`config.mk`:
```
export PLATFORM = sky130hd
export DESIGN_NAME = bobwd_core
export DESIGN_NICKNAME = d
export VERILOG_FILES = /design/src/shared/bobwd_pkg.sv /design/src/rtl/bobwd_core.sv /design/src/rtl/bobwd_sync.sv
export SDC_FILE = /design/constraint.sdc
export NUM_CORES = 1
export LEC_CHECK = 0
export BUFFER_PORTS_ARGS = -buffer_cell sky130_fd_sc_hd__clkbuf_2
export CAP_MARGIN = 5
export CORE_MARGIN = 2
export CORE_UTILIZATION = 49
export DETAILED_ROUTE_END_ITERATION = 10
export GPL_TIMING_DRIVEN = 0
export PLACE_DENSITY_LB_ADDON = 0.25
export RECOVER_POWER = 100
export SLEW_MARGIN = 25
export SYNTH_ARGS = -nofsm -noshare
export SYNTH_HDL_FRONTEND = slang
export SYNTH_HIERARCHICAL = 1
export SYNTH_SLANG_ARGS = --single-unit
```
`constraint.sdc`:
```
create_clock -name mclk_in -period 1.8 [get_ports mclk_in]
set_clock_uncertainty 0.05 [all_clocks]
set_input_delay 0.09 -clock mclk_in [delete_from_list [all_inputs] [get_ports mclk_in]]
set_output_delay 0.09 -clock mclk_in [all_outputs]
set_load 0.01 [all_outputs]
```
`src/shared/bobwd_pkg.sv`:
```
// Package for the burst address sequencer and byte-lane write decode
package bobwd_pkg;
  localparam int BOBWD_ADDR_W = 17;
  localparam int BOBWD_LANES = 4;
  localparam int BOBWD_LANE_W = 8;
  localparam int BOBWD_DATA_W = BOBWD_LANES * BOBWD_LANE_W;
  localparam int BOBWD_BURST_W = 2;
  localparam logic [1:0] BOBWD_BURST_LAST = 2'h3;
  localparam logic [1:0] BOBWD_STEP_ONE = 2'h1;
  localparam logic [3:0] BOBWD_LANES_NONE_N = 4'hf;
  localparam logic [1:0] BOBWD_SYNC_RESET = 2'h0;

  typedef enum logic [1:0] {
    BOBWD_IDLE = 2'b00,
    BOBWD_READ = 2'b01,
    BOBWD_WRITE = 2'b10
  } bobwd_op_t;

  // One write beat to the storage array
  typedef struct packed {
    logic valid;
    logic [BOBWD_ADDR_W-1:0] addr;
    logic [BOBWD_LANES-1:0] lane_en;
    logic [BOBWD_DATA_W-1:0] data;
    logic [BOBWD_LANES-1:0] parity;
  } bobwd_wr_t;
endpackage
```
`src/rtl/bobwd_core.sv`:
```
// Burst address sequencer and byte-lane write decode
// Summary of operation
// - Interleaved order gives beats two to four as the start bits XOR 01, 10 and 11.
// - Linear order adds one to the low two bits each beat, wrapping 11 to 00.
// - A high write strobe means a read and all byte-lane selects are ignored.
// - A low write strobe with all lane selects high is a write that changes no byte.
// - Lane select zero low writes data bits 7..0 and parity bit 0.
// - Lane select one low writes data bits 15..8 and parity bit 1.
// - Lane select two low writes data bits 23..16 and parity bit 2.
// - Lane select three low writes bits 31..24 and parity bit 3, any lane mix allowed.
// - Burst order select low means linear order, high means interleaved.
// - The burst counter covers only the two low address bits and wraps, four beats a load.
// - Write data and lane selects are taken on the next qualified edge after the write command.
`timescale 1ns/1ps
module bobwd_core
  import bobwd_pkg::*;
(
  input wire logic mclk_in,
  input wire logic resetn_in,
  input wire logic clock_qualify_n_in,
  input wire logic chip_sel_in,
  input wire logic advance_or_load_in,
  input wire logic write_n_in,
  input wire logic [BOBWD_ADDR_W-1:0] addr_in,
  input wire logic [BOBWD_LANES-1:0] byte_lane_select_n_in,
  input wire logic [BOBWD_DATA_W-1:0] data_in,
  input wire logic [BOBWD_LANES-1:0] parity_io_in,
  input wire logic burst_order_in,
  output logic [BOBWD_ADDR_W-1:0] beat_addr_out,
  output logic beat_read_out,
  output bobwd_wr_t wr_out
);
  // ---------------------------------------------------------------
  // Mode strap synchroniser
  // ---------------------------------------------------------------
  logic interleave;

  bobwd_sync u_mode_sync (
    .mclk_in(mclk_in),
    .resetn_in(resetn_in),
    .pin_in(burst_order_in),
    .level_out(interleave)
  );

  // ---------------------------------------------------------------
  // Burst sequence function
  // ---------------------------------------------------------------
  function automatic logic [1:0] burst_bits(input logic [1:0] start, input logic [1:0] cnt,
                                            input logic ilv);
    logic [1:0] res;
    if (ilv) begin
      res = start ^ cnt;
    end else begin
      res = start + cnt;
    end
    return res;
  endfunction

  // Deselect on a load gives an idle burst with no beats
  function automatic bobwd_op_t load_op(input logic sel, input logic wr_n);
    bobwd_op_t res;
    if (!sel) begin
      res = BOBWD_IDLE;
    end else if (wr_n) begin
      res = BOBWD_READ;
    end else begin
      res = BOBWD_WRITE;
    end
    return res;
  endfunction

  // ---------------------------------------------------------------
  // Command decode
  // ---------------------------------------------------------------
  logic cmd_take;
  logic cmd_load;
  bobwd_op_t cmd_op;

  // A high qualify input holds burst, address and pending-write state; read and write beat strobes clear
  assign cmd_take = !clock_qualify_n_in;
  assign cmd_load = cmd_take && !advance_or_load_in;
  assign cmd_op = load_op(chip_sel_in, write_n_in);

  // ---------------------------------------------------------------
  // Burst state
  // ---------------------------------------------------------------
  bobwd_op_t op_q;
  bobwd_op_t op_d;
  logic [BOBWD_ADDR_W-1:0] base_q;
  logic [BOBWD_ADDR_W-1:0] base_d;
  logic [1:0] cnt_q;
  logic [1:0] cnt_d;
  logic [BOBWD_ADDR_W-1:0] cur_addr;

  always_comb begin
    op_d = op_q;
    base_d = base_q;
    cnt_d = cnt_q;
    cur_addr = base_q;
    if (cmd_load) begin
      op_d = cmd_op;
      base_d = addr_in;
      cnt_d = 2'h0;
      cur_addr = addr_in;
    end else if (cmd_take) begin
      // Selects and strobe are ignored; the count wraps after four beats
      cnt_d = cnt_q + BOBWD_STEP_ONE;
      cur_addr = {base_q[BOBWD_ADDR_W-1:BOBWD_BURST_W],
                  burst_bits(base_q[1:0], cnt_d, interleave)};
    end
  end

  always_ff @(posedge mclk_in or negedge resetn_in) begin
    if (!resetn_in) begin
      op_q <= BOBWD_IDLE;
      base_q <= '0;
      cnt_q <= BOBWD_SYNC_RESET;
    end else begin
      op_q <= op_d;
      base_q <= base_d;
      cnt_q <= cnt_d;
    end
  end

  // ---------------------------------------------------------------
  // Beat address and pending data phase
  // ---------------------------------------------------------------
  logic [BOBWD_ADDR_W-1:0] addr_q;
  logic [BOBWD_ADDR_W-1:0] addr_d;
  logic rd_q;
  logic rd_d;
  logic wr_pend_q;
  logic wr_pend_d;
  logic [BOBWD_ADDR_W-1:0] wr_addr_q;
  logic [BOBWD_ADDR_W-1:0] wr_addr_d;

  always_comb begin
    // Suspended cycles hold the pending data phase
    addr_d = addr_q;
    rd_d = 1'b0;
    wr_pend_d = wr_pend_q;
    wr_addr_d = wr_addr_q;
    if (cmd_take) begin
      // Reads answer with the beat address one edge later
      addr_d = cur_addr;
      rd_d = (op_d == BOBWD_READ);
      // Data for a write beat comes one qualified edge later
      wr_pend_d = (op_d == BOBWD_WRITE);
      wr_addr_d = cur_addr;
    end
  end

  always_ff @(posedge mclk_in or negedge resetn_in) begin
    if (!resetn_in) begin
      addr_q <= '0;
      rd_q <= 1'b0;
      wr_pend_q <= 1'b0;
      wr_addr_q <= '0;
    end else begin
      addr_q <= addr_d;
      rd_q <= rd_d;
      wr_pend_q <= wr_pend_d;
      wr_addr_q <= wr_addr_d;
    end
  end

  // ---------------------------------------------------------------
  // Per-lane write decode
  // ---------------------------------------------------------------
  logic [BOBWD_LANES-1:0] lane_hit;
  logic [BOBWD_DATA_W-1:0] lane_data;
  logic [BOBWD_LANES-1:0] lane_par;
  logic lanes_none;

  // Lanes not selected stay zero so stale bytes never leak out
  for (genvar g = 0; g < BOBWD_LANES; g++) begin : g_lane
    assign lane_hit[g] = !byte_lane_select_n_in[g];
    assign lane_data[g*BOBWD_LANE_W +: BOBWD_LANE_W] =
      lane_hit[g] ? data_in[g*BOBWD_LANE_W +: BOBWD_LANE_W] : '0;
    assign lane_par[g] = lane_hit[g] & parity_io_in[g];
  end

  // All selects high: a write that stores nothing
  assign lanes_none = (byte_lane_select_n_in == BOBWD_LANES_NONE_N);

  // ---------------------------------------------------------------
  // Write beat register
  // ---------------------------------------------------------------
  bobwd_wr_t wr_q;
  bobwd_wr_t wr_d;

  always_comb begin
    wr_d = '0;
    if (cmd_take && wr_pend_q) begin
      wr_d.valid = 1'b1;
      wr_d.addr = wr_addr_q;
      wr_d.lane_en = lane_hit;
      wr_d.data = lane_data;
      wr_d.parity = lane_par;
      // Empty lane mask still counts as a write beat
      if (lanes_none) begin
        wr_d.lane_en = '0;
      end
    end
  end

  always_ff @(posedge mclk_in or negedge resetn_in) begin
    if (!resetn_in) begin
      wr_q <= '0;
    end else begin
      wr_q <= wr_d;
    end
  end

  // ---------------------------------------------------------------
  // Outputs
  // ---------------------------------------------------------------
  assign wr_out = wr_q;
  assign beat_addr_out = addr_q;
  assign beat_read_out = rd_q;
endmodule

```
`src/rtl/bobwd_sync.sv`:
```
// Three-stage pin synchroniser with agreement filter
`timescale 1ns/1ps
module bobwd_sync (
  input wire logic mclk_in,
  input wire logic resetn_in,
  input wire logic pin_in,
  output logic level_out
);
  logic [2:0] sync_q;
  logic [2:0] sync_d;
  logic level_q;
  logic level_d;

  always_comb begin
    sync_d = {sync_q[1:0], pin_in};
    level_d = (sync_q[1] == sync_q[2]) ? sync_q[2] : level_q;
  end

  always_ff @(posedge mclk_in or negedge resetn_in) begin
    if (!resetn_in) begin
      sync_q <= 3'h0;
      level_q <= 1'b0;
    end else begin
      sync_q <= sync_d;
      level_q <= level_d;
    end
  end

  assign level_out = level_q;
endmodule

```
-- Yosys cells after proc, flatten, opt, wreduce, memory -nomap -nowiden
Index checks and enable logic that the tools add are counted.
W data, S select, Z words.
- flip-flop bits (word level): 102
- input port bits: 64
- logic and storage cells: 47
- add/sub/neg operators: 2
- eq/ne operators: 5
- multiplexer cells: 14
- bitwise operators: 5
- reduce and logical (&&, ||, !) cells: 8
- operators by type and width (operator ; count):
    $mux W58 ; 1
    $mux W8 ; 4
    $mux W17 ; 1
    $mux W2 ; 6
    $logic_not A1 Y1 ; 6
    $and A1 B1 Y1 ; 4
    $eq A4 B4 Y1 const B ; 1
    $mux W4 ; 1
    $add A2 B1 Y2 const B ; 1
    $add A2 B2 Y2 ; 1
    $eq A2 B1 Y1 const B ; 1
    $eq A2 B2 Y1 const B ; 1
    $logic_and A1 B1 Y1 ; 2
    $ne A2 B1 Y1 const B ; 1
    $xor A2 B2 Y2 ; 1
    $eq A1 B1 Y1 ; 1
    $mux W1 ; 1

-- Depth between registers and ports, before layout
- depth in word-level cells: 5
- depth in mapped cells: 6
- mapped depth without buffers: 6

-- Modules after synthesis
The synthesis kept the hierarchy.
- modules (own cells, without submodules) (module ; instances ; cells an instance ; area each (µm²) ; seq. area each (µm²)):
    bobwd_core ; 1 ; 254 ; 3651.0 ; 2452.4
    bobwd_sync ; 1 ; 5 ; 111.4 ; 100.1

-- Least setup slack after synthesis
Ideal clock, no wire load.
- path kind: register -> register
- from: reg cnt_q[0]
- to: reg wr_addr_q[1]
- arrival time: 1.216 ns
- required time: 1.627 ns
- slack: 0.411 ns
- stages on the path, launching flop included: 7
- buffers on the path: 0
- path through: dfrtp_1 -> inv_1 -> ha_1 -> nor2b_1 -> xnor3_1 -> mux2i_1 -> o21ai_1
- cells in the longest elaborated chain, start to end: 4
- elaborated cells on any way between the ends: 5
- those cells by class: 2 x add/sub; 2 x mux; 1 x bitwise
- RTL lines (item ; RTL line ; RTL):
    from (decl) ; bobwd_core.sv:91 ; logic [1:0] cnt_q;
    from (signal assigned) ; bobwd_core.sv:121 ; cnt_q <= cnt_d;
    $add A2 B1 Y2 * ; bobwd_core.sv:107 ; cnt_d = cnt_q + BOBWD_STEP_ONE;
    $add A2 B2 Y2 or $xor A2 B2 Y2 (tied branches) ; bobwd_core.sv:54, bobwd_core.sv:52 ;
    $mux W2 * ; bobwd_core.sv:51 ; if (ilv) begin
    $mux W17 * ; bobwd_core.sv:100 ; if (cmd_load) begin
    to (signal assigned) ; bobwd_core.sv:163 ; wr_addr_q <= wr_addr_d;
    to (decl) ; bobwd_core.sv:134 ; logic [BOBWD_ADDR_W-1:0] wr_addr_q;
Every way passes the cells marked *; elsewhere a longest branch is shown, timed or not.
A chain may end at the register's enable or synchronous reset.

-- Worst setup path after layout
Ends and elaborated chain as after synthesis.

==> run summary <==
Starting density of the core: 51.32%
Initial antenna violation count: 0
Detailed-route vias per instance: 4.547
Commonest non-fill, non-tap cell in the layout: dfrtp_1
Unrepaired setup endpoints after global routing: false
Critical path arrival: 1760 ps
Top post-synthesis cells by area: dfrtp_1, and2_1, mux2i_1, mux2_4, mux2_2
Endpoints failing setup: 0
First-pass GRT wire length: 13370 um
Remaining Overflow, GRT: 0
Pre-antenna DRT Iters: 4
Dominant cell type by area after synthesis: dfrtp_1
Pre-CTS WS: 245.0 ps
Chip Width: 91.63 um
Max-cap viol count: 0
IO buf count: 139
Routed length per instance: 14.62 um
Status: complete, no violations
Commonest cells after routing, fill and taps aside: dfrtp_1, clkbuf_1, clkbuf_2, dlygate4sd3_1, and2_0
PwrDens: 877.9 nW/um^2
Largest family of logic cells by synthesized area: simple AND/OR/NAND/NOR gates
Crit path capture type: register
Hold crit path type: in -> reg
Clock Tree Root: clkbuf_8
Ant diodes: 0
Die H: 91.63 um
Wirelength, routed: 8423 um
Mux cell area share after synthesis: 10.91%
Cells after Synth: 259
Top Ports: 140
Max-slew violations: 0
Die area: 8395 sq um
CTS max path bufs: 2
Max Fclk: 0.6372 GHz
CTS tree: done
Register bit total from synthesis: 102
Netlist Area Pre-Place: 3762 sq um
Placer's final routability congestion estimate: 0.7440
Pin count of the biggest net entering global routing: 69
Peak supply drop: 0.4182 mV
CTS buffer count: 9
Distinct cell type count of the synthesized netlist: 30
Share of flip-flops with an asynchronous set or reset: 100.0%
Rows: 31
Proportion of layout cells with a drive suffix above 1: 21.80%
Synthesized Nets: 324
Leakage: 0.002529 uW
Post-synth top flop: dfrtp_1
DRC Markers: 0
Post-Synth Simple-Gate Area: 14.33%
Detail Route Antenna Nets: 0
CORE AREA: 7331 sq um
Final-stage net count: 537
Actual slew at the worst max-slew pin: 795.9 ps
Seq/Total Area, Yosys: 67.84%
Synth Area in Compound Gates: 3.159%
Fin. Hold Viols: 0
Clock sinks: 102
Starting DRT DRC Count: 79
Routed vias: 2619
WP data required: 1990 ps
Worst-path clk slew: 110 ps
Worst skew pair latency: 370 ps
Setup WS post-layout: 230.7 ps
Crit share post-route: 87.18%
Hold Slack: 27.94 ps
Xor/xnor share of the synthesized area: 0.8314%
Crit Path Class: reg -> reg
GRT Util Overall: 20.80%
YS warnings: 6
Final TNS setup: 0 ps
H-Tree Depth: 3
Worst slew margin: 46.94%
Synth top area share: 67.84%
Post-synth EDFFs: 0
Final min period: 1569 ps
Area Growth Syn to Fin: 38.38%
Crit start category: register
Vias in the first global route: 2646
Dpl hpwl: 5497 um
Adder-Cell Fraction of Synth Area: 0.6319%
Syn Area/Cell: 14.53 sq um
Crit-path max FO: 3
==> stage by stage <==
| stage | instances | total power, uW | area [sq um] | util, % |
|---|---|---|---|---|
| 6_report | 576 | 4570 | 5206 | 71.02 |
| 4_1_cts | 576 | 4689 | 5430 | 74.07 |
| 3_5_place_dp | 498 | 3224 | 4618 | 63.00 |
| 5_1_grt | 576 | 4784 | 5206 | 71.02 |
| 3_3_place_gp | 497 | 3199 | 4582 | 62.50 |
| 2_1_floorplan | 259 | 2922 | 3762 | - |
==> critical path: stages (launching register included) <==
cell     delay, ps
dfrtp_1        410
inv_1          110
ha_1           150
nor2b_1        160
xnor3_1        310
mux2i_1        160
o21ai_0        100
==> synthesized netlist by cell type, types with 2 or more instances <==
| cell | count |
|---|---|
| mux2_2 | 8 |
| and2_4 | 9 |
| nand2_1 | 19 |
| nor2_4 | 5 |
| mux2_4 | 10 |
| o21ai_0 | 10 |
| mux2i_1 | 17 |
| dfrtp_1 | 102 |
| o21ai_1 | 10 |
| buf_6 | 3 |
| and2_1 | 45 |
| nand3_1 | 2 |
| buf_4 | 2 |
==> layout make-up <==
| cell class | instances | area [sq um] |
|---|---|---|
| clock inverter | 7 | 67.56 |
| buffer | 8 | 58.81 |
| multi-input combinational | 146 | 1035 |
| inverter | 3 | 12.51 |
| timing repair buffer | 202 | 1232 |
| tap | 99 | 123.9 |
| sequential | 102 | 2552 |
| fill | 568 | 2125 |
| clock buffer | 9 | 123.9 |
==> flip-flops by register name (all words and copies together) (netlist names) <==
| name | cells |
|---|---|
| wr_out | 58 |
| base_q | 17 |
| wr_addr_q | 17 |
| u_mode_sync/sync_q | 3 |
| cnt_q | 2 |
| op_q | 2 |
| beat_read_out | 1 |
| u_mode_sync/level_out | 1 |
| wr_pend_q | 1 |
==> worst paths after layout <==
check | startpoint | endpoint | slack (ps) | cells after the start
setup / recovery | cnt_q[0]$_DFFE_PN0P_ | wr_addr_q[1]$_DFFE_PN0N_ | 230 | 6
hold / removal | advance_or_load_in | op_q[0]$_DFF_PN0_ | 30 | 3
setup reg to reg | cnt_q[0]$_DFFE_PN0P_ | wr_addr_q[1]$_DFFE_PN0N_ | 230 | 6
hold reg to reg | u_mode_sync/sync_q[0]$_DFF_PN0_ | u_mode_sync/sync_q[1]$_DFF_PN0_ | 310 | 0
max in group asynchronous | resetn_in | wr_addr_q[12]$_DFFE_PN0N_ | 350 | 3
min in group asynchronous | resetn_in | wr_out[33]$_DFF_PN0_ | 290 | 2
==> per-layer routing <==
metal / vias up / global-route usage (%) / routed length [um] / part of all wire [%]
li1: 1274 / - / - / -
met1: 1235 / 26.57 / 3521 / 42
met2: 96 / 34.62 / 4222 / 50
met3: 14 / 5.012 / 528 / 6.3
met4: 0 / 7.702 / 150 / 1.8
met5: - / 0 / 0 / 0
==> kinds of logic (layout without fill, tap and decap cells) <==
| kind of cell | Yosys count | in the layout |
|---|---|---|
| simple gates | 85 | 85 |
| buf+inv | 11 | 229 |
| compound gates | 22 | 22 |
| xor+xnor | 2 | 2 |
| fa+ha+maj | 2 | 2 |
| mux | 35 | 35 |
| flops | 102 | 102 |
==> what timing repair did <==
item / in CTS / in global routing
hold endpoints to repair: 173 / 0
resized for setup: 0 / 0
setup endpoints to repair: 0 / 0
buffers inserted: 0 / 0
hold buffers: 62 / 0
==> power breakdown <==
part	switching (uW)	internal (uW)	total [uW]
Combinational	309	332	641
Sequential	94.5	2460	2550
Clock	840	537	1380
No activity file was read; power rests on OpenSTA's default activity.
